--- src/hdl/urs_pkg.sv ---
`default_nettype none
package urs_pkg;
	// ----------------------------------------
	// Sizes
	// ----------------------------------------
	localparam int URS_NUM_CH = 4;
	localparam int URS_CMD_W = 8;
	localparam int URS_CNT_W = 24;
	// ----------------------------------------
	// Timing
	// ----------------------------------------
	localparam longint unsigned URS_CLK_HZ = 25_000_000;
	localparam longint unsigned URS_TRIM_LONG_MS = 500;
	localparam longint unsigned URS_TRIM_SHORT_MS = 300;
	localparam longint unsigned URS_TRIM_LONG_CYC = URS_TRIM_LONG_MS * URS_CLK_HZ / 1000;
	localparam longint unsigned URS_TRIM_SHORT_CYC = URS_TRIM_SHORT_MS * URS_CLK_HZ / 1000;
	// ----------------------------------------
	// Register map (byte addresses)
	// ----------------------------------------
	localparam logic [11:0] URS_TRIM_CFG_OFS = 12'h000;
	localparam logic [11:0] URS_STATUS_OFS = 12'h004;
	localparam logic [11:0] URS_ROUTE_OFS = 12'h008;
	localparam int URS_TRIM_SEL_LONG_BIT = 0;
	localparam logic URS_TRIM_SEL_RST = 1'b1;
	localparam int URS_ST_POWER_BIT = 0;
	localparam int URS_ST_PULSE_BIT = 1;
	localparam int URS_ST_PEND_BIT = 2;
	// ----------------------------------------
	// Command word: [1:0] mode code, [3:2] channel
	// ----------------------------------------
	localparam int URS_CMD_MODE_LSB = 0;
	localparam int URS_CMD_CH_LSB = 2;
	localparam logic [1:0] URS_CODE_NORMAL = 2'h0;
	localparam logic [1:0] URS_CODE_TRIM = 2'h1;
	localparam logic [1:0] URS_CODE_LOOP = 2'h2;
	// Routing mode per channel, one-hot
	typedef enum logic [2:0] {
		URS_MODE_NORMAL = 3'b001,
		URS_MODE_TRIM = 3'b010,
		URS_MODE_LOOP = 3'b100
	} urs_mode_t;
	localparam urs_mode_t URS_MODE_RST = URS_MODE_NORMAL;
	// Trim pulse timer states
	typedef enum logic [1:0] {
		URS_TMR_IDLE = 2'b01,
		URS_TMR_PULSE = 2'b10
	} urs_tmr_t;
endpackage
`default_nettype wire

--- src/hdl/urs_switch_matrix.sv ---
`default_nettype none
module urs_switch_matrix #(
	parameter int unsigned P_TRIM_LONG_CYC = 32'(urs_pkg::URS_TRIM_LONG_CYC), // 500 ms
	parameter int unsigned P_TRIM_SHORT_CYC = 32'(urs_pkg::URS_TRIM_SHORT_CYC) // 300 ms
) (
	input wire logic i_clk, // 25 MHz clock
	input wire logic i_rst_n, // Async reset, active low
	input wire logic i_psel, // APB select
	input wire logic i_penable, // APB enable
	input wire logic i_pwrite, // APB direction
	input wire logic [11:0] i_paddr, // APB address
	input wire logic [31:0] i_pwdata, // APB write data
	output logic [31:0] o_prdata, // APB read data
	output logic o_pready, // APB ready
	output logic o_pslverr, // APB error
	input wire logic i_cmd_valid, // Companion unit command valid
	input wire logic [urs_pkg::URS_CMD_W-1:0] i_cmd_data, // Companion unit command
	output logic o_cmd_ready, // Command buffer ready
	input wire logic i_dut_power, // Tested-device supply present pin
	input wire logic [urs_pkg::URS_NUM_CH-1:0] i_host_tx, // Bridge transmit pins
	output logic [urs_pkg::URS_NUM_CH-1:0] o_host_rx, // Bridge receive pins
	input wire logic [urs_pkg::URS_NUM_CH-1:0] i_dut_tx, // Tested device transmit pins
	output logic [urs_pkg::URS_NUM_CH-1:0] o_dut_rx, // Tested device receive pin level
	output logic [urs_pkg::URS_NUM_CH-1:0] o_dut_rx_oe_n // Receive pin enable, low drives
);
	import urs_pkg::*;
	// ----------------------------------------
	// Reset and pin synchronisers
	// ----------------------------------------
	logic [1:0] rst_sync_reg;
	logic rst_n;
	logic [1:0] pwr_sync_reg;
	logic [URS_NUM_CH-1:0] htx_meta_reg;
	logic [URS_NUM_CH-1:0] htx_s_reg;
	logic [URS_NUM_CH-1:0] dtx_meta_reg;
	logic [URS_NUM_CH-1:0] dtx_s_reg;
	logic power_s;

	// Reset release through two flip-flops
	always_ff @(posedge i_clk or negedge i_rst_n) begin
		if (!i_rst_n) begin
			rst_sync_reg <= 2'h0;
		end else begin
			rst_sync_reg <= {rst_sync_reg[0], 1'b1};
		end
	end
	assign rst_n = rst_sync_reg[1];

	// Two-stage sampling of pins
	always_ff @(posedge i_clk or negedge rst_n) begin
		if (!rst_n) begin
			pwr_sync_reg <= 2'h0;
			htx_meta_reg <= '1;
			htx_s_reg <= '1;
			dtx_meta_reg <= '1;
			dtx_s_reg <= '1;
		end else begin
			pwr_sync_reg <= {pwr_sync_reg[0], i_dut_power};
			htx_meta_reg <= i_host_tx;
			htx_s_reg <= htx_meta_reg;
			dtx_meta_reg <= i_dut_tx;
			dtx_s_reg <= dtx_meta_reg;
		end
	end
	assign power_s = pwr_sync_reg[1];

	// ----------------------------------------
	// Command buffer and mode registers
	// ----------------------------------------
	logic cmd_valid;
	logic [URS_CMD_W-1:0] cmd_data;
	logic cmd_take;
	logic [1:0] cmd_code;
	logic [1:0] cmd_ch;
	urs_mode_t mode_reg [URS_NUM_CH];
	urs_tmr_t tmr_reg;
	logic trim_req;

	urs_buf2 #(.W(URS_CMD_W)) u_buf (
		.i_clk(i_clk),
		.i_rst_n(rst_n),
		.i_valid(i_cmd_valid),
		.i_data(i_cmd_data),
		.o_ready(o_cmd_ready),
		.o_valid(cmd_valid),
		.o_data(cmd_data),
		.i_ready(tmr_reg == URS_TMR_IDLE)
	);

	// Commands stall while a trim pulse runs
	assign cmd_take = cmd_valid && (tmr_reg == URS_TMR_IDLE);
	assign cmd_code = cmd_data[URS_CMD_MODE_LSB +: 2];
	assign cmd_ch = cmd_data[URS_CMD_CH_LSB +: 2];
	assign trim_req = cmd_take && (cmd_code == URS_CODE_TRIM);

	// Per-channel mode, changed only by a taken command
	generate
		for (genvar ch = 0; ch < URS_NUM_CH; ch++) begin : g_mode
			always_ff @(posedge i_clk or negedge rst_n) begin
				if (!rst_n) begin
					mode_reg[ch] <= URS_MODE_RST;
				end else if (cmd_take && cmd_ch == 2'(ch)) begin
					case (cmd_code)
						URS_CODE_NORMAL: mode_reg[ch] <= URS_MODE_NORMAL;
						URS_CODE_TRIM: mode_reg[ch] <= URS_MODE_TRIM;
						URS_CODE_LOOP: mode_reg[ch] <= URS_MODE_LOOP;
						default: mode_reg[ch] <= mode_reg[ch];
					endcase
				end
			end
		end
	endgenerate

	// ----------------------------------------
	// Trim pulse timer
	// ----------------------------------------
	logic sel_long_reg;
	logic [URS_CNT_W-1:0] cnt_reg;
	logic [URS_CNT_W-1:0] len_reg;

	// Pulse starts on a trim command and ends after the selected length
	always_ff @(posedge i_clk or negedge rst_n) begin
		if (!rst_n) begin
			tmr_reg <= URS_TMR_IDLE;
			cnt_reg <= '0;
			len_reg <= '0;
		end else begin
			case (tmr_reg)
				URS_TMR_IDLE: begin
					cnt_reg <= '0;
					if (trim_req) begin
						tmr_reg <= URS_TMR_PULSE;
						len_reg <= sel_long_reg ? URS_CNT_W'(P_TRIM_LONG_CYC) :
							URS_CNT_W'(P_TRIM_SHORT_CYC);
					end
				end
				URS_TMR_PULSE: begin
					cnt_reg <= cnt_reg + 1'b1;
					if (cnt_reg == len_reg - 1'b1) begin
						tmr_reg <= URS_TMR_IDLE;
					end
				end
				default: tmr_reg <= URS_TMR_IDLE;
			endcase
		end
	end

	// Independent count of pulse cycles, used only by the length check
	logic [URS_CNT_W-1:0] chk_len_reg;
	always_ff @(posedge i_clk or negedge rst_n) begin
		if (!rst_n) begin
			chk_len_reg <= '0;
		end else begin
			chk_len_reg <= (tmr_reg == URS_TMR_PULSE) ? chk_len_reg + 1'b1 : '0;
		end
	end

	// ----------------------------------------
	// Routing outputs
	// ----------------------------------------
	generate
		for (genvar ch = 0; ch < URS_NUM_CH; ch++) begin : g_route
			always_ff @(posedge i_clk or negedge rst_n) begin
				if (!rst_n) begin
					o_host_rx[ch] <= 1'b1;
					o_dut_rx[ch] <= 1'b0;
					o_dut_rx_oe_n[ch] <= 1'b1;
				end else begin
					// Bridge receive source
					if (mode_reg[ch] == URS_MODE_LOOP) begin
						o_host_rx[ch] <= htx_s_reg[ch];
					end else if (power_s) begin
						o_host_rx[ch] <= dtx_s_reg[ch];
					end else begin
						o_host_rx[ch] <= 1'b1;
					end
					// Tested device receive pin: one source at most
					if (!power_s) begin
						o_dut_rx[ch] <= 1'b0;
						o_dut_rx_oe_n[ch] <= 1'b1;
					end else if (mode_reg[ch] == URS_MODE_NORMAL) begin
						o_dut_rx[ch] <= htx_s_reg[ch];
						o_dut_rx_oe_n[ch] <= 1'b0;
					end else if (mode_reg[ch] == URS_MODE_TRIM) begin
						o_dut_rx[ch] <= (tmr_reg == URS_TMR_PULSE);
						o_dut_rx_oe_n[ch] <= 1'b0;
					end else begin
						o_dut_rx[ch] <= 1'b0;
						o_dut_rx_oe_n[ch] <= 1'b1;
					end
				end
			end

		end
	endgenerate

	// ----------------------------------------
	// APB slave
	// ----------------------------------------
	logic apb_wr;
	logic apb_rd;
	logic [31:0] route_bits;

	assign o_pready = 1'b1;
	assign apb_wr = i_psel && i_penable && i_pwrite;
	assign apb_rd = i_psel && !i_pwrite;

	// Length select register
	always_ff @(posedge i_clk or negedge rst_n) begin
		if (!rst_n) begin
			sel_long_reg <= URS_TRIM_SEL_RST;
		end else if (apb_wr && i_paddr == URS_TRIM_CFG_OFS) begin
			sel_long_reg <= i_pwdata[URS_TRIM_SEL_LONG_BIT];
		end
	end

	// Route state readback, three bits per channel
	always_comb begin
		route_bits = '0;
		for (int ch = 0; ch < URS_NUM_CH; ch++) begin
			route_bits[ch*3 +: 3] = mode_reg[ch];
		end
	end

	// Read data and error, registered at setup
	always_ff @(posedge i_clk or negedge rst_n) begin
		if (!rst_n) begin
			o_prdata <= '0;
			o_pslverr <= 1'b0;
		end else if (i_psel && !i_penable) begin
			o_prdata <= '0;
			o_pslverr <= 1'b0;
			if (i_paddr == URS_TRIM_CFG_OFS) begin
				if (apb_rd) o_prdata[URS_TRIM_SEL_LONG_BIT] <= sel_long_reg;
			end else if (i_paddr == URS_STATUS_OFS) begin
				if (apb_rd) begin
					o_prdata[URS_ST_POWER_BIT] <= power_s;
					o_prdata[URS_ST_PULSE_BIT] <= (tmr_reg == URS_TMR_PULSE);
					o_prdata[URS_ST_PEND_BIT] <= cmd_valid;
				end
			end else if (i_paddr == URS_ROUTE_OFS) begin
				if (apb_rd) o_prdata <= route_bits;
			end else begin
				o_pslverr <= 1'b1;
			end
		end
	end
endmodule
`default_nettype wire

--- src/hdl/urs_buf2.sv ---
`default_nettype none
// ----------------------------------------
// Two-entry command buffer
// ----------------------------------------
module urs_buf2 #(
	parameter int W = urs_pkg::URS_CMD_W
) (
	input wire logic i_clk, // Clock
	input wire logic i_rst_n, // Synchronised reset, active low
	input wire logic i_valid, // Fill side valid
	input wire logic [W-1:0] i_data, // Fill side data
	output logic o_ready, // Fill side ready
	output logic o_valid, // Drain side valid
	output logic [W-1:0] o_data, // Drain side data
	input wire logic i_ready // Drain side ready
);
	import urs_pkg::*;
	logic [W-1:0] mem_reg [2];
	logic wr_ptr_reg;
	logic rd_ptr_reg;
	logic [1:0] cnt_reg;
	logic push;
	logic pop;

	// Handshakes
	assign o_ready = (cnt_reg != 2'h2);
	assign o_valid = (cnt_reg != 2'h0);
	assign push = i_valid && o_ready;
	assign pop = o_valid && i_ready;
	assign o_data = mem_reg[rd_ptr_reg];

	// Storage
	always_ff @(posedge i_clk) begin
		if (push) begin
			mem_reg[wr_ptr_reg] <= i_data;
		end
	end

	// Pointers and fill level
	always_ff @(posedge i_clk or negedge i_rst_n) begin
		if (!i_rst_n) begin
			wr_ptr_reg <= 1'b0;
			rd_ptr_reg <= 1'b0;
			cnt_reg <= 2'h0;
		end else begin
			if (push) begin
				wr_ptr_reg <= ~wr_ptr_reg;
			end
			if (pop) begin
				rd_ptr_reg <= ~rd_ptr_reg;
			end
			cnt_reg <= cnt_reg + {1'b0, push} - {1'b0, pop};
		end
	end
endmodule
`default_nettype wire

--- config.mk ---
export PLATFORM = sky130hd
export DESIGN_NAME = urs_switch_matrix
export DESIGN_NICKNAME = d
export VERILOG_FILES = /design/src/hdl/urs_pkg.sv /design/src/hdl/urs_switch_matrix.sv /design/src/hdl/urs_buf2.sv
export SDC_FILE = /design/constraint.sdc
export NUM_CORES = 1
export LEC_CHECK = 0
export ABC_CLOCK_PERIOD_IN_PS = 8000
export BUFFER_PORTS_ARGS = -buffer_cell sky130_fd_sc_hd__buf_2
export CAP_MARGIN = 40
export CORE_AREA = 2 2 93 95
export CTS_CLUSTER_DIAMETER = 150
export DETAILED_ROUTE_END_ITERATION = 8
export DIE_AREA = 0 0 95 97
export PLACE_DENSITY = 0.85
export SYNTH_ARGS = -nofsm -noshare
export SYNTH_HDL_FRONTEND = slang
export SYNTH_SLANG_ARGS = --single-unit
export TNS_END_PERCENT = 100
--- constraint.sdc ---
create_clock -name i_clk -period 8 [get_ports i_clk]
set_input_delay 1.2 -clock i_clk [delete_from_list [all_inputs] [get_ports i_clk]]
set_output_delay 1.2 -clock i_clk [all_outputs]
set_load 0.02 [all_outputs]
# Word level (Yosys, flattened, before mapping)

Memories as Yosys holds them, arrays and structs flattened.
Index checks and enable logic that the tools add are counted.

Eq/ne operators: 25
$add $sub $neg: 4
Muxes and demuxes: 51
Bitwise operators: 2
Reduce and logical (&&, ||, !) cells: 26

Operators by type and width:

| operator                | count |
|---|---|
| $pmux W24 S2            | 1 |
| $mux W1                 | 39 |
| $mux W32                | 1 |
| $mux W31                | 1 |
| $mux W29                | 1 |
| $add A24 B1 Y24 const B | 1 |
| $eq A24 B24 Y1          | 1 |
| $mux W24                | 1 |
| $sub A24 B1 Y24 const B | 1 |
| $eq A12 B3 Y1 const B   | 1 |
| $eq A12 B4 Y1 const B   | 1 |
| $eq A3 B1 Y1 const B    | 4 |
| $eq A3 B2 Y1 const B    | 4 |
| $eq A3 B3 Y1 const B    | 4 |
| $logic_and A1 B1 Y1     | 12 |
| $logic_not A12 Y1       | 1 |
| $mux W12                | 1 |
| $reduce_and A2 Y1       | 6 |
| $pmux W3 S3             | 1 |
| $eq A2 B2 Y1 const B    | 4 |
| $eq A2 B1 Y1 const B    | 3 |
| $mux W3                 | 2 |
| $ne A2 B2 Y1 const B    | 3 |
| $logic_not A2 Y1        | 2 |
| 8 further kinds         | 12 |

Output and inout port bits: 47
Bits of input ports: 67
Memories kept: 1
RAM bits: 16
Register bits after elaboration: 132

Memory list:

| memory        | words | bits a word | rd ports | clocked after Yosys merged registers in | write ports | RTL line       | source |
|---|---|---|---|---|---|---|---|
| u_buf.mem_reg | 2     | 8           | 1        | 0                                       | 1           | urs_buf2.sv:18 | `logic [W-1:0] mem_reg [2];` |

# Depth between registers and ports, before layout

Gate-level depths: netlist of the first run.

Depth after elaboration: 6
Gate-level depth with buffers: 10

# Modules after synthesis

From an unflattened synthesis of the first run, not the netlist that was laid out.

Cells, all modules: 440
Area total of the unflattened synthesis: 5003.5 um2

By module, submodules not included:

| module            | cells each | sequential area each (um2) | times used | area each (um2) |
|---|---|---|---|---|
| urs_switch_matrix | 398        | 2214.6                     | 1          | 4229.1 |
| urs_buf2          | 42         | 580.6                      | 1          | 774.5 |

# Worst setup path before layout of the first run

OpenSTA, ideal clock, no wires.

Path kind: register -> register
Start point: register len_reg[21]
End point: register tmr_reg[0]
Path slack: 5.157 ns
Library setup time: 0.083 ns
Data required time: 7.917 ns
Arrival: 2.759 ns
Cell stages (with the launch flop): 11
Path through: dfrtp_1 > buf_6 > inv_1 > ha_1 > ha_1 > xnor2_1 > or4_1 > a2111oi_0 > nand3_1 > or2_0 > a221o_1

Longest elaborated chain between the ends: 4

RTL lines:

| item                        | RTL line                 | source |
|---|---|---|
| from (decl)                 | urs_switch_matrix.sv:119 | `logic [URS_CNT_W-1:0] len_reg;` |
| from (signal assigned)      | urs_switch_matrix.sv:133 | `len_reg <= sel_long_reg ? URS_CNT_W'(P_TRIM_LONG_CYC) :` |
| $sub A24 B1 Y24             | urs_switch_matrix.sv:139 | `if (cnt_reg == len_reg - 1'b1) begin` |
| $eq A24 B24 Y1              | urs_switch_matrix.sv:139 |  |
| $ne A2 B2 Y1 (no line)      | n/a                      |  |
| $reduce_and A2 Y1 (no line) | n/a                      |  |
| to (signal assigned)        | urs_switch_matrix.sv:132 | `tmr_reg <= URS_TMR_PULSE;` |
| to (signal assigned)        | urs_switch_matrix.sv:140 | `tmr_reg <= URS_TMR_IDLE;` |
| to (signal assigned)        | urs_switch_matrix.sv:143 | `default: tmr_reg <= URS_TMR_IDLE;` |
| to (decl)                   | urs_switch_matrix.sv:76  | `urs_tmr_t tmr_reg;` |

Every way passes these cells.
A chain may end at the register's enable or synchronous reset.

# Worst setup path in the final report of the first run

Start point: register len_reg[21]
End point: register tmr_reg[1]

Same word-level chain as after synthesis.

==> results of run 1 <==
[where the power goes]
part	switching, mW	internal (mW)	total, mW	leakage [nW]
clock	0.190	0.132	0.322	0.102
sequential	0.0776	0.607	0.684	1.20
combinational	0.214	0.159	0.373	1.08
[metrics by stage]
| stage | util, % | power [mW] | cells | hold WS (ps) |
|---|---|---|---|---|
| 2_1_floorplan | - | 0.959 | 447 | 331 |
| 4_1_cts | 64.1 | 1.39 | 596 | 309 |
| 3_3_place_gp | 61.1 | 1.03 | 578 | 335 |
| 3_5_place_dp | 61.6 | 1.07 | 580 | 289 |
| 5_1_grt | 64.1 | 1.47 | 596 | 335 |
| 6_report | 64.1 | 1.38 | 596 | 291 |
[final timing paths]
check / startpoint / end / slack [ps]
min in group i_clk: dtx_meta_reg[2] / dtx_s_reg[2] / 360
max reg2reg: len_reg[21] / tmr_reg[1] / 4700
min reg2reg: rst_sync_reg[1] / u_buf.cnt_reg[1] / 290
max: len_reg[21] / tmr_reg[1] / 4700
min: rst_sync_reg[1] / u_buf.cnt_reg[1] / 290
max in group asynchronous: rst_sync_reg[1] / sel_long_reg / 7050
[layout make-up]
type                       instances  area, µm²
fill                             635       2920
sequential                        99       2560
multi-input combinational        300       1930
timing repair buffer              60        332
clock buffer                      10        138
tap                              105        131
clock inverter                     6       66.3
inverter                          16       60.1
[layer usage]
layer	global-route usage, %	up-vias	wire [µm]
met4	7.58	0	148
met3	3.82	14	473
li1	-	1542	-
met1	27.4	1580	3900
met2	32.7	101	4140
met5	0	-	0
[cell usage in the layout (no fill, tap or decap), types with 15 or more instances in the layout]
cell and count:
sky130_fd_sc_hd__dfrtp_1 60, sky130_fd_sc_hd__nand2_1 41, sky130_fd_sc_hd__xor2_1 18, sky130_fd_sc_hd__o21ai_0 22, sky130_fd_sc_hd__inv_1 16, sky130_fd_sc_hd__xnor2_1 15, sky130_fd_sc_hd__conb_1 22, sky130_fd_sc_hd__nor2_1 37
sky130_fd_sc_hd__dfstp_2 30, sky130_fd_sc_hd__buf_2 57
[worst max-delay path: cells and delay by family (launching register included)]
family	cells	cell delay, ps
compound gates	2	710
xor+xnor	1	120
fa+ha+maj	2	650
buf+inv	1	160
flops	1	570
simple gates	3	980
[synth_stat cells (2+ instances only)]
library cell	n
sky130_fd_sc_hd__ha_1	13
sky130_fd_sc_hd__and3_1	7
sky130_fd_sc_hd__nand2b_1	8
sky130_fd_sc_hd__or4_1	2
sky130_fd_sc_hd__or3_1	7
sky130_fd_sc_hd__nor3_1	2
sky130_fd_sc_hd__nor2b_1	5
sky130_fd_sc_hd__nor4_1	2
sky130_fd_sc_hd__nor2_1	37
sky130_fd_sc_hd__nand3_1	10
sky130_fd_sc_hd__buf_6	2
sky130_fd_sc_hd__mux2i_1	8
sky130_fd_sc_hd__and2_1	2
sky130_fd_sc_hd__nand2_1	41
sky130_fd_sc_hd__nand4_1	6
sky130_fd_sc_hd__a21oi_1	8
sky130_fd_sc_hd__a31oi_1	3
sky130_fd_sc_hd__o21a_1	4
sky130_fd_sc_hd__xnor2_1	15
sky130_fd_sc_hd__edfxtp_1	8
sky130_fd_sc_hd__dfrtp_1	61
sky130_fd_sc_hd__buf_4	21
sky130_fd_sc_hd__a21o_1	2
sky130_fd_sc_hd__a22o_1	9
sky130_fd_sc_hd__and3b_1	2
sky130_fd_sc_hd__clkbuf_1	9
sky130_fd_sc_hd__xor2_1	18
sky130_fd_sc_hd__a2111oi_0	2
sky130_fd_sc_hd__conb_1	2
sky130_fd_sc_hd__dfstp_2	30
sky130_fd_sc_hd__nor3b_1	3
sky130_fd_sc_hd__inv_1	16
sky130_fd_sc_hd__o21ai_0	22
sky130_fd_sc_hd__nand3b_1	12
sky130_fd_sc_hd__mux2_2	13
sky130_fd_sc_hd__o31ai_1	2
[cell families (layout without fill, tap and decap cells)]
family / after synthesis / after routing / synth area share (%)
compound gates: 59 / 59 / 8.29
mux: 21 / 21 / 4.84
other cells: 2 / 22 / 0.160
fa+ha+maj: 13 / 13 / 3.48
simple gates: 152 / 152 / 16.6
flops: 99 / 99 / 54.6
xor+xnor: 33 / 33 / 6.17
buf+inv: 48 / 92 / 5.85
==> run_results.csv, run 1 <==
group,metric,value,unit
placement,placed_cell_area,5010,µm²
critical_path,critical_path.slowest_cell,"sky130_fd_sc_hd__dfrtp_1",
global_routing,grt_pass1_wl,14.6,mm
synthesis,ys.flop_type,"sky130_fd_sc_hd__dfrtp_1",
global_routing,antenna_found_initial,0,
pwr,power.leakage,2.39,nW
synthesis,synthCells,427,
sta,max_slew_margin,52.7,%
floorplan,core_area,8130,µm²
synthesis,netlist-cell-type-count,49,
critical_path,maximum_fanout_encountered_on_the_critical_timing_path,10,
cts,clock_tree.root_cell,"sky130_fd_sc_hd__clkbuf_8",
critical_path,path_common_cell,"sky130_fd_sc_hd__ha_1",
synthesis,sequential_element_share_of_the_synthesized_area,54.6,%
critical_path,timing_worst_setup_path_type,"reg -> reg",
placement,dpl_worst_slack,4690,ps
cts,holdBufCountCts,0,
floorplan,ioPinCount,114,
cts,resized_after_cts,0,
cts,clk_pin_slew_worst_paths,100,ps
pwr,power.ir.vdd_worst,0.000139,V
critical_path,critical_path.max_stage_delay,570,ps
sta,fmax,303,MHz
synthesis,synthesis.area_per_instance,11.0,µm²
sta,timing.final.crit_period,3300,ps
critical_path,kind_of_capture_point_of_the_worst_setup_path,"flop",
sta,final.setup_skew,13.3,ps
placement,port_buffers,57,
cts,cts_max_path_buffers,2,
run,max-cap-violations,0,
synthesis,synthTopCellsByArea,"sky130_fd_sc_hd__dfrtp_1 (33%), sky130_fd_sc_hd__dfstp_2 (17%), sky130_fd_sc_hd__edfxtp_1 (5.1%)",
finish,area_growth_syn_to_layout,11.4,%
critical_path,worst_ep_required,8270,ps
sta,final_min_period_over_clock_period,41.2,%
routing,detail_route.first_pass.iterations,4,
critical_path,worstSetupStartpointType,"flop",
finish,final_design_area_no_fill,5210,µm²
routing,route.detailed.vias_per_inst,5.43,
placement,hpwlAfterDp,6.25,mm
cts,worstSkewPairLatency,380,ps
cts,total_clock_buffers_created_by_cts,9,
synthesis,synthesis.area,4680,µm²
synthesis,yosys_register_bits,99,
critical_path,worstRegToRegCells,9,
cts,clkSinkCount,99,
floorplan,floorplan.die.height,97,µm
global_routing,global_route.usage.total,20.3,%
finish,insertedDiodeCount,0,
synthesis,postSynth.asyncResetShare,91.9,%
finish,drive_gt1_share,25.1,%
synthesis,synth_top_area_cell,"sky130_fd_sc_hd__dfrtp_1",
floorplan,start_util,57.5,%
global_routing,largest_net_degree_at_the_start_of_global_routing,59,
critical_path,cp_data_arrival_time,3570,ps
critical_path,ordered_cell_list_for_the_critical_path,"inv_1, ha_1, ha_1, xnor2_1, or4_1, a2111oi_0, nand3_1, or2_0, a221oi_1",
routing,drc,0,
global_routing,first_global_vias,3249,
synthesis,yosys.area.top_type_share,32.6,%
sta,unrepaired_setup_endpoints_after_global_routing,"no",
sta,tightestPinTransition,707,ps
sta,final-setup-viol-count,0,
routing,violation_count_after_the_first_detailed_routing_iteration,271,
routing,routed_wirelength,8.66,mm
cts,cts_max_level,3,
routing,vias_after_detailed_routing,3237,
floorplan,floorplan.die_area,9220,µm²
finish,max_reg_flops,24,
sta,fin_setup_tns,0,ps
sta,post-route-worst-setup-slack,4700,ps
synthesis,synth.yosys.warnings,0,
routing,detailed_route_wire_length_per_cell,14.5,µm
routing,drtAntennaViolNets,0,
hold_path,holdCritPathClass,"reg -> async",
placement,finalWeightedCongestion,0.895,
sta,final_hold_vios,0,
synthesis,synth-edff-count,8,
cts,cts_tree,"built",
cts,post-cts-setup-buffer-count,0,
floorplan,horizontal_die_dimension,95,µm
finish,nets_final,566,
floorplan,placement_rows,33,
status,run_status,"finished clean",
sta,timing.final.max_slew_violations,0,
global_routing,grt_overflow,0,
pwr,power.density,265,nW/µm²
Note: power is estimated with default switching activity, not from simulation.
==> run 2, diff against run 1 <==
ABC_CLOCK_PERIOD_IN_PS = 3100   (was 8000)
CORE_AREA = 2 2 97 99   (was 2 2 93 95)
DIE_AREA = 0 0 99 101   (was 0 0 95 97)
PLACE_DENSITY = 0.79   (was 0.85)
clock period = 3.1 ns   (was 8 ns; I/O delays follow)
==> run_results.csv, run 2 (same netlist as run 1, synthesis figures left out) <==
group,metric,value,unit
placement,placed_cell_area,5050,µm²
routing,vias_after_detailed_routing,3192,
floorplan,start_util,52.1,%
pwr,power.leakage,2.42,nW
sta,timing.hold.ws,169,ps
critical_path,worstSetupStartpointType,"flop",
finish,drive_gt1_share,25.8,%
critical_path,worstRegToRegCells,9,
pwr,power.ir.vdd_worst,0.000546,V
sta,timing.final.max_slew_violations,0,
critical_path,cp_data_arrival_time,3080,ps
cts,clk_pin_slew_worst_paths,110,ps
sta,final_hold_vios,0,
routing,route.detailed.vias_per_inst,5.25,
finish,most_used_cells_in_the_layout_excluding_fill_and_tap_cells,"sky130_fd_sc_hd__dfrtp_1 (60), sky130_fd_sc_hd__buf_2 (57), sky130_fd_sc_hd__nand2_1 (41)",
finish,insertedDiodeCount,0,
sta,tightestPinTransition,617,ps
sta,final-setup-viol-count,0,
cts,cts_max_level,3,
finish,nets_final,572,
sta,final.setup_skew,11.3,ps
global_routing,grt_pass1_wl,15.0,mm
finish,multi_input_area,1930,µm²
routing,drtAntennaViolNets,0,
global_routing,grt_overflow,0,
global_routing,global_route.usage.total,19.1,%
finish,layoutNonFillerInstCount,608,
floorplan,ioPinCount,114,
routing,drc,0,
global_routing,first_global_vias,3169,
hold_path,worst_hold_startpoint,"i_host_tx[2]",
finish,max_reg_flops,24,
critical_path,kind_of_capture_point_of_the_worst_setup_path,"flop",
cts,clock_tree.root_cell,"sky130_fd_sc_hd__clkbuf_8",
critical_path,timing_worst_setup_path_type,"reg -> reg",
cts,total_clock_buffers_created_by_cts,9,
placement,finalWeightedCongestion,0.873,
global_routing,largest_net_degree_at_the_start_of_global_routing,64,
cts,worstSkewPairLatency,380,ps
sta,fin_setup_tns,0,ps
finish,area_growth_syn_to_layout,12.8,%
critical_path,maximum_fanout_encountered_on_the_critical_timing_path,4,
finish,most_common_cell_after_layout_fill_and_taps_aside,"sky130_fd_sc_hd__dfrtp_1",
placement,port_buffers,57,
sta,fmax,356,MHz
critical_path,rr_startpoint,"len_reg[21]",
placement,post-place-cells,591,
routing,detailed_route_wire_length_per_cell,14.6,µm
sta,final_min_period_over_clock_period,90.7,%
floorplan,core_area,8980,µm²
finish,final_design_area_no_fill,5280,µm²
cts,clkSinkCount,99,
floorplan,floorplan.die.height,101,µm
global_routing,antenna_found_initial,0,
hold_path,holdCritPathClass,"in -> reg",
status,run_status,"finished clean",
run,max-cap-violations,0,
sta,timing.final.crit_period,2810,ps
floorplan,placement_rows,35,
cts,cts_tree,"built",
routing,routed_wirelength,8.87,mm
pwr,power.density,676,nW/µm²
sta,unrepaired_setup_endpoints_after_global_routing,"no",
critical_path,critical_path.reg2reg.endpoint,"tmr_reg[1]",
floorplan,floorplan.die_area,10000,µm²
cts,post-cts-setup-buffer-count,0,
sta,max_slew_margin,58.9,%
hold_path,holdPathEnd,"htx_meta_reg[2]",
finish,fillCellCount,753,
hold_path,hold_path_depth,1,
critical_path,regToRegSetupSlack,290,ps
critical_path,worst_ep_required,3370,ps
routing,violation_count_after_the_first_detailed_routing_iteration,120,
floorplan,horizontal_die_dimension,99,µm
routing,detail_route.first_pass.iterations,4,
finish,seq_area,2560,µm²
cts,cts_max_path_buffers,2,
placement,hpwlAfterDp,6.44,mm
[run 2: cell count changes in the layout (fill, tap and decap cells not counted), sizes merged]
cell         change
inv              -2
buf              +5
clkbuf           -1
clkinvlp         -1
dlygate4sd3      +1
clkinv           +4
[run 2: layout make-up]
| cell class | instances | area share [%] |
|---|---|---|
| clock inverter | 7 | 1.78 |
| sequential | 99 | 48.5 |
| tap | 111 | 2.63 |
| inverter | 16 | 1.14 |
| timing repair buffer | 66 | 7.11 |
| clock buffer | 9 | 2.35 |
| multi-input combinational | 300 | 36.5 |
[run 2: critical path: stages (launching register included)]
cell and delay (ps):
sky130_fd_sc_hd__dfrtp_1 360, sky130_fd_sc_hd__inv_1 80, sky130_fd_sc_hd__ha_1 220, sky130_fd_sc_hd__ha_1 280, sky130_fd_sc_hd__xnor2_1 120, sky130_fd_sc_hd__or4_1 520, sky130_fd_sc_hd__a2111oi_0 380, sky130_fd_sc_hd__nand3_1 190
sky130_fd_sc_hd__or2_0 260, sky130_fd_sc_hd__a221oi_1 300
[run 2: how the worst max path moves through the flow]
stage	slack (ps)	cells after the start	from	to
after detailed placement	320	9	len_reg[21]	tmr_reg[1]
after CTS	300	9	len_reg[21]	tmr_reg[1]
after global placement	380	9	len_reg[21]	tmr_reg[0]
final	290	9	len_reg[21]	tmr_reg[1]
after global routing	40	9	len_reg[21]	tmr_reg[1]
after floorplan	260	10	len_reg[21]	tmr_reg[0]
[run 2: power by group]
group / leakage [nW] / switching (mW) / internal [mW]
Clock: 0.107 / 0.513 / 0.328
Combinational: 1.11 / 0.568 / 0.417
Sequential: 1.20 / 0.178 / 1.57
[run 2: what timing repair did]
item,CTS,global route
resized for setup,0,0
endpoints found under the hold margin,2,0
setup endpoints to repair,0,0
hold buffers,1,0
[run 2: metal layers]
| layer | track usage [%] | vias up | part of all wire [%] |
|---|---|---|---|
| met1 | 25.8 | 1548 | 45 |
| met4 | 6.11 | 0 | 1.9 |
| met5 | 0 | - | 0 |
| met2 | 30.9 | 77 | 49 |
| li1 | - | 1557 | - |
| met3 | 4.44 | 10 | 4.4 |
[run 2: through the flow]
step / power [mW] / worst slack, ps / utilization (%)
6_report: 3.57 / 290 / 58.8
3_3_place_gp: 2.70 / 377 / 55.9
3_5_place_dp: 2.76 / 322 / 56.3
5_1_grt: 3.80 / 38.9 / 58.8
2_1_floorplan: 2.48 / 257 / -
4_1_cts: 3.61 / 300 / 58.8
==> run 3, diff against run 2 <==
ABC_AREA = 1   (was not set)
CORE_AREA = 2 2 98 100   (was 2 2 97 99)
DIE_AREA = 0 0 100 102   (was 0 0 99 101)
GPL_ROUTABILITY_DRIVEN = 0   (was not set)
==> run_results.csv, run 3 <==
group,metric,value,unit
status,run_status,"finished clean",
routing,violation_count_after_the_first_detailed_routing_iteration,326,
synthesis,synth.yosys.warnings,0,
cts,clkSinkCount,99,
sta,final-setup-viol-count,0,
critical_path,ordered_cell_list_for_the_critical_path,"inv_4, ha_1, ha_1, nand2_1, inv_1, nor2_1, nand2_1, nor2_1, nand2_1, nor2_1, nand2_1, o21bai_2, nand2_1, nand2_1, nand2_1",
synthesis,synth.cells.most_frequent,"sky130_fd_sc_hd__nand2_1 (139), sky130_fd_sc_hd__inv_1 (67), sky130_fd_sc_hd__dfrtp_1 (61), sky130_fd_sc_hd__nor2_1 (59), sky130_fd_sc_hd__o21ai_0 (47)",
hold_path,worst_hold_startpoint,"i_host_tx[3]",
synthesis,netlist-cell-type-count,41,
global_routing,grt_overflow,0,
sta,final.setup_skew,9.15,ps
hold_path,holdCritPathClass,"in -> reg",
synthesis,synthCells,568,
critical_path,path_common_cell,"sky130_fd_sc_hd__nand2_1",
critical_path,timing_worst_setup_path_type,"reg -> reg",
routing,detailed_route_wire_length_per_cell,13.8,µm
floorplan,placement_rows,35,
cts,total_clock_buffers_created_by_cts,9,
routing,vias_after_detailed_routing,3981,
synthesis,yosys.area.top_type_share,31.5,%
cts,resized_after_cts,0,
critical_path,cp_data_arrival_time,2650,ps
floorplan,core_area,9110,µm²
global_routing,antenna_found_initial,0,
floorplan,horizontal_die_dimension,100,µm
finish,nets_final,714,
finish,final_design_area_no_fill,5420,µm²
sta,timing.final.max_slew_violations,0,
global_routing,grt_pass1_wl,17.7,mm
global_routing,first_global_vias,3936,
global_routing,global_route.usage.total,21.7,%
critical_path,first_element_of_the_critical_path,"len_reg[21]",
finish,max_reg_flops,24,
sta,final_hold_vios,0,
placement,hpwlAfterDp,7.56,mm
critical_path,critical_path.max_stage_delay,560,ps
synthesis,postSynth.asyncResetShare,91.9,%
sta,final_min_period_over_clock_period,76.5,%
synthesis,yosys_register_bits,99,
pwr,p_clk_share,23.2,%
floorplan,floorplan.die.height,102,µm
sta,max_slew_margin,60.6,%
placement,dpl_worst_slack,803,ps
placement,port_buffers,57,
synthesis,yosys.cell_count.top_type,"sky130_fd_sc_hd__nand2_1",
sta,unrepaired_setup_endpoints_after_global_routing,"no",
floorplan,ioPinCount,114,
floorplan,floorplan.die_area,10200,µm²
critical_path,rr_startpoint,"len_reg[21]",
pwr,cell_internal_pwr,2.29,mW
sta,fmax,421,MHz
sta,fin_setup_tns,0,ps
routing,route.detailed.vias_per_inst,5.31,
global_routing,largest_net_degree_at_the_start_of_global_routing,45,
sta,timing.final.crit_period,2370,ps
routing,drc,0,
cts,clk_pin_slew_worst_paths,100,ps
routing,routed_wirelength,10.3,mm
critical_path,maximum_fanout_encountered_on_the_critical_timing_path,10,
sta,tightestPinTransition,586,ps
pwr,power.leakage,2.63,nW
synthesis,synthesis.area_per_instance,8.53,µm²
routing,drtAntennaViolNets,0,
sta,post-route-worst-setup-slack,727,ps
critical_path,cp_top_family,"simple AND/OR/NAND/NOR gates",
critical_path,critical_path.slowest_cell,"sky130_fd_sc_hd__dfrtp_1",
finish,drive_gt1_share,19.7,%
pwr,power_frac_seq,46.6,%
cts,cts_max_level,3,
pwr,power.density,683,nW/µm²
critical_path,worst_ep_required,3370,ps
synthesis,ys.flop_type,"sky130_fd_sc_hd__dfrtp_1",
pwr,net_sw_share,38.3,%
synthesis,synthesis.area,4850,µm²
synthesis,sequential_element_share_of_the_synthesized_area,52.7,%
run,max-cap-violations,0,
synthesis,synthTopCellsByArea,"sky130_fd_sc_hd__dfrtp_1 (32%), sky130_fd_sc_hd__dfstp_2 (16%), sky130_fd_sc_hd__nand2_1 (11%)",
pwr,power.ir.vdd_worst,0.000441,V
routing,detail_route.first_pass.iterations,5,
critical_path,kind_of_capture_point_of_the_worst_setup_path,"flop",
pwr,switching_power,1.42,mW
pwr,power.share.combinational,30.2,%
placement,placed_cell_area,5200,µm²
cts,clock_tree.root_cell,"sky130_fd_sc_hd__clkbuf_8",
cts,worstSkewPairLatency,370,ps
finish,area_growth_syn_to_layout,11.9,%
finish,insertedDiodeCount,0,
cts,cts_max_path_buffers,2,
cts,cts_tree,"built",
finish,most_common_cell_after_layout_fill_and_taps_aside,"sky130_fd_sc_hd__nand2_1",
synthesis,synth_top_area_cell,"sky130_fd_sc_hd__dfrtp_1",
critical_path,cp.buffers_inverters,2,
synthesis,synth-edff-count,8,
critical_path,worstSetupStartpointType,"flop",
floorplan,start_util,53.2,%
finish,most_used_cells_in_the_layout_excluding_fill_and_tap_cells,"sky130_fd_sc_hd__nand2_1 (139), sky130_fd_sc_hd__inv_1 (67), sky130_fd_sc_hd__dfrtp_1 (60)",
[run 3: cell count changes after synthesis, moves of 13 or more]
cell,previous run,this run
sky130_fd_sc_hd__mux2_2,13,0
sky130_fd_sc_hd__inv_1,16,67
sky130_fd_sc_hd__xor2_1,18,1
sky130_fd_sc_hd__xnor2_1,15,2
sky130_fd_sc_hd__nand3_1,10,26
sky130_fd_sc_hd__a21oi_1,8,31
sky130_fd_sc_hd__nor2_1,37,59
sky130_fd_sc_hd__nand2_1,41,139
sky130_fd_sc_hd__o21ai_0,22,47
[run 3: what timing repair did]
item,4_1_cts,5_1_grt
endpoints found under the setup margin,0,0
hold buffers,1,0
setup buffers,0,0
hold endpoints to repair,2,0
[run 3: final cells by class]
| class | count | area [µm²] |
|---|---|---|
| clock buffer | 10 | 149 |
| multi-input combinational | 391 | 1910 |
| inverter | 73 | 279 |
| timing repair buffer | 60 | 323 |
| fill | 788 | 3690 |
| clock inverter | 6 | 63.8 |
| sequential | 99 | 2560 |
| tap | 111 | 139 |
[run 3: cells by family after synthesis]
group                    after synthesis  share of synthesized area, %
other                                  2                         0.155
XOR/XNOR                               3                         0.542
multiplexers                           1                         0.207
AO/OA/AOI/OAI                         89                          9.73
buffers and inverters                 98                          9.42
flip-flops                            99                          52.7
adder cells (fa/ha/maj)               13                          3.36
AND/OR/NAND/NOR                      263                          23.9
[run 3: routing by layer]
layer	part of all wire (%)	wire, µm	GRT usage [%]	vias to the layer above
li1	-	-	-	1916
met1	42	4340	26.1	1911
met2	51	5300	39.3	121
met3	4.0	416	3.08	33
met4	2.8	286	9.38	0
met5	0	0	0	-
[run 3: metrics by stage]
stage | util [%] | total power [mW] | instances | hold slack (ps)
final | 59.5 | 3.70 | 750 | 179
after global routing | 59.5 | 3.96 | 750 | 157
after CTS | 59.5 | 3.70 | 750 | 174
after detailed placement | 57.1 | 2.85 | 733 | 252
after global placement | 56.9 | 2.78 | 732 | 251
after floorplan | - | 2.55 | 588 | 169
[run 3: path summary, 6_finish.rpt]
check,endpoint,slack [ps],depth (start not counted)
worst max-delay path,tmr_reg[1],730,15
worst min-delay path,htx_meta_reg[3],180,1
worst max register to register,tmr_reg[1],730,15
worst min register to register,pwr_sync_reg[0],330,0
max in group asynchronous,dtx_meta_reg[0],2080,1
min in group asynchronous,pwr_sync_reg[0],330,0
[run 3: power groups by stage]
stage | clock [mW] | combinational, mW | sequential, mW
2_1_floorplan | 0 | 0.781 | 1.77
3_3_place_gp | 0 | 1.03 | 1.74
3_5_place_dp | 0 | 1.11 | 1.74
4_1_cts | 0.862 | 1.12 | 1.72
5_1_grt | 0.919 | 1.29 | 1.75
6_report | 0.860 | 1.12 | 1.72
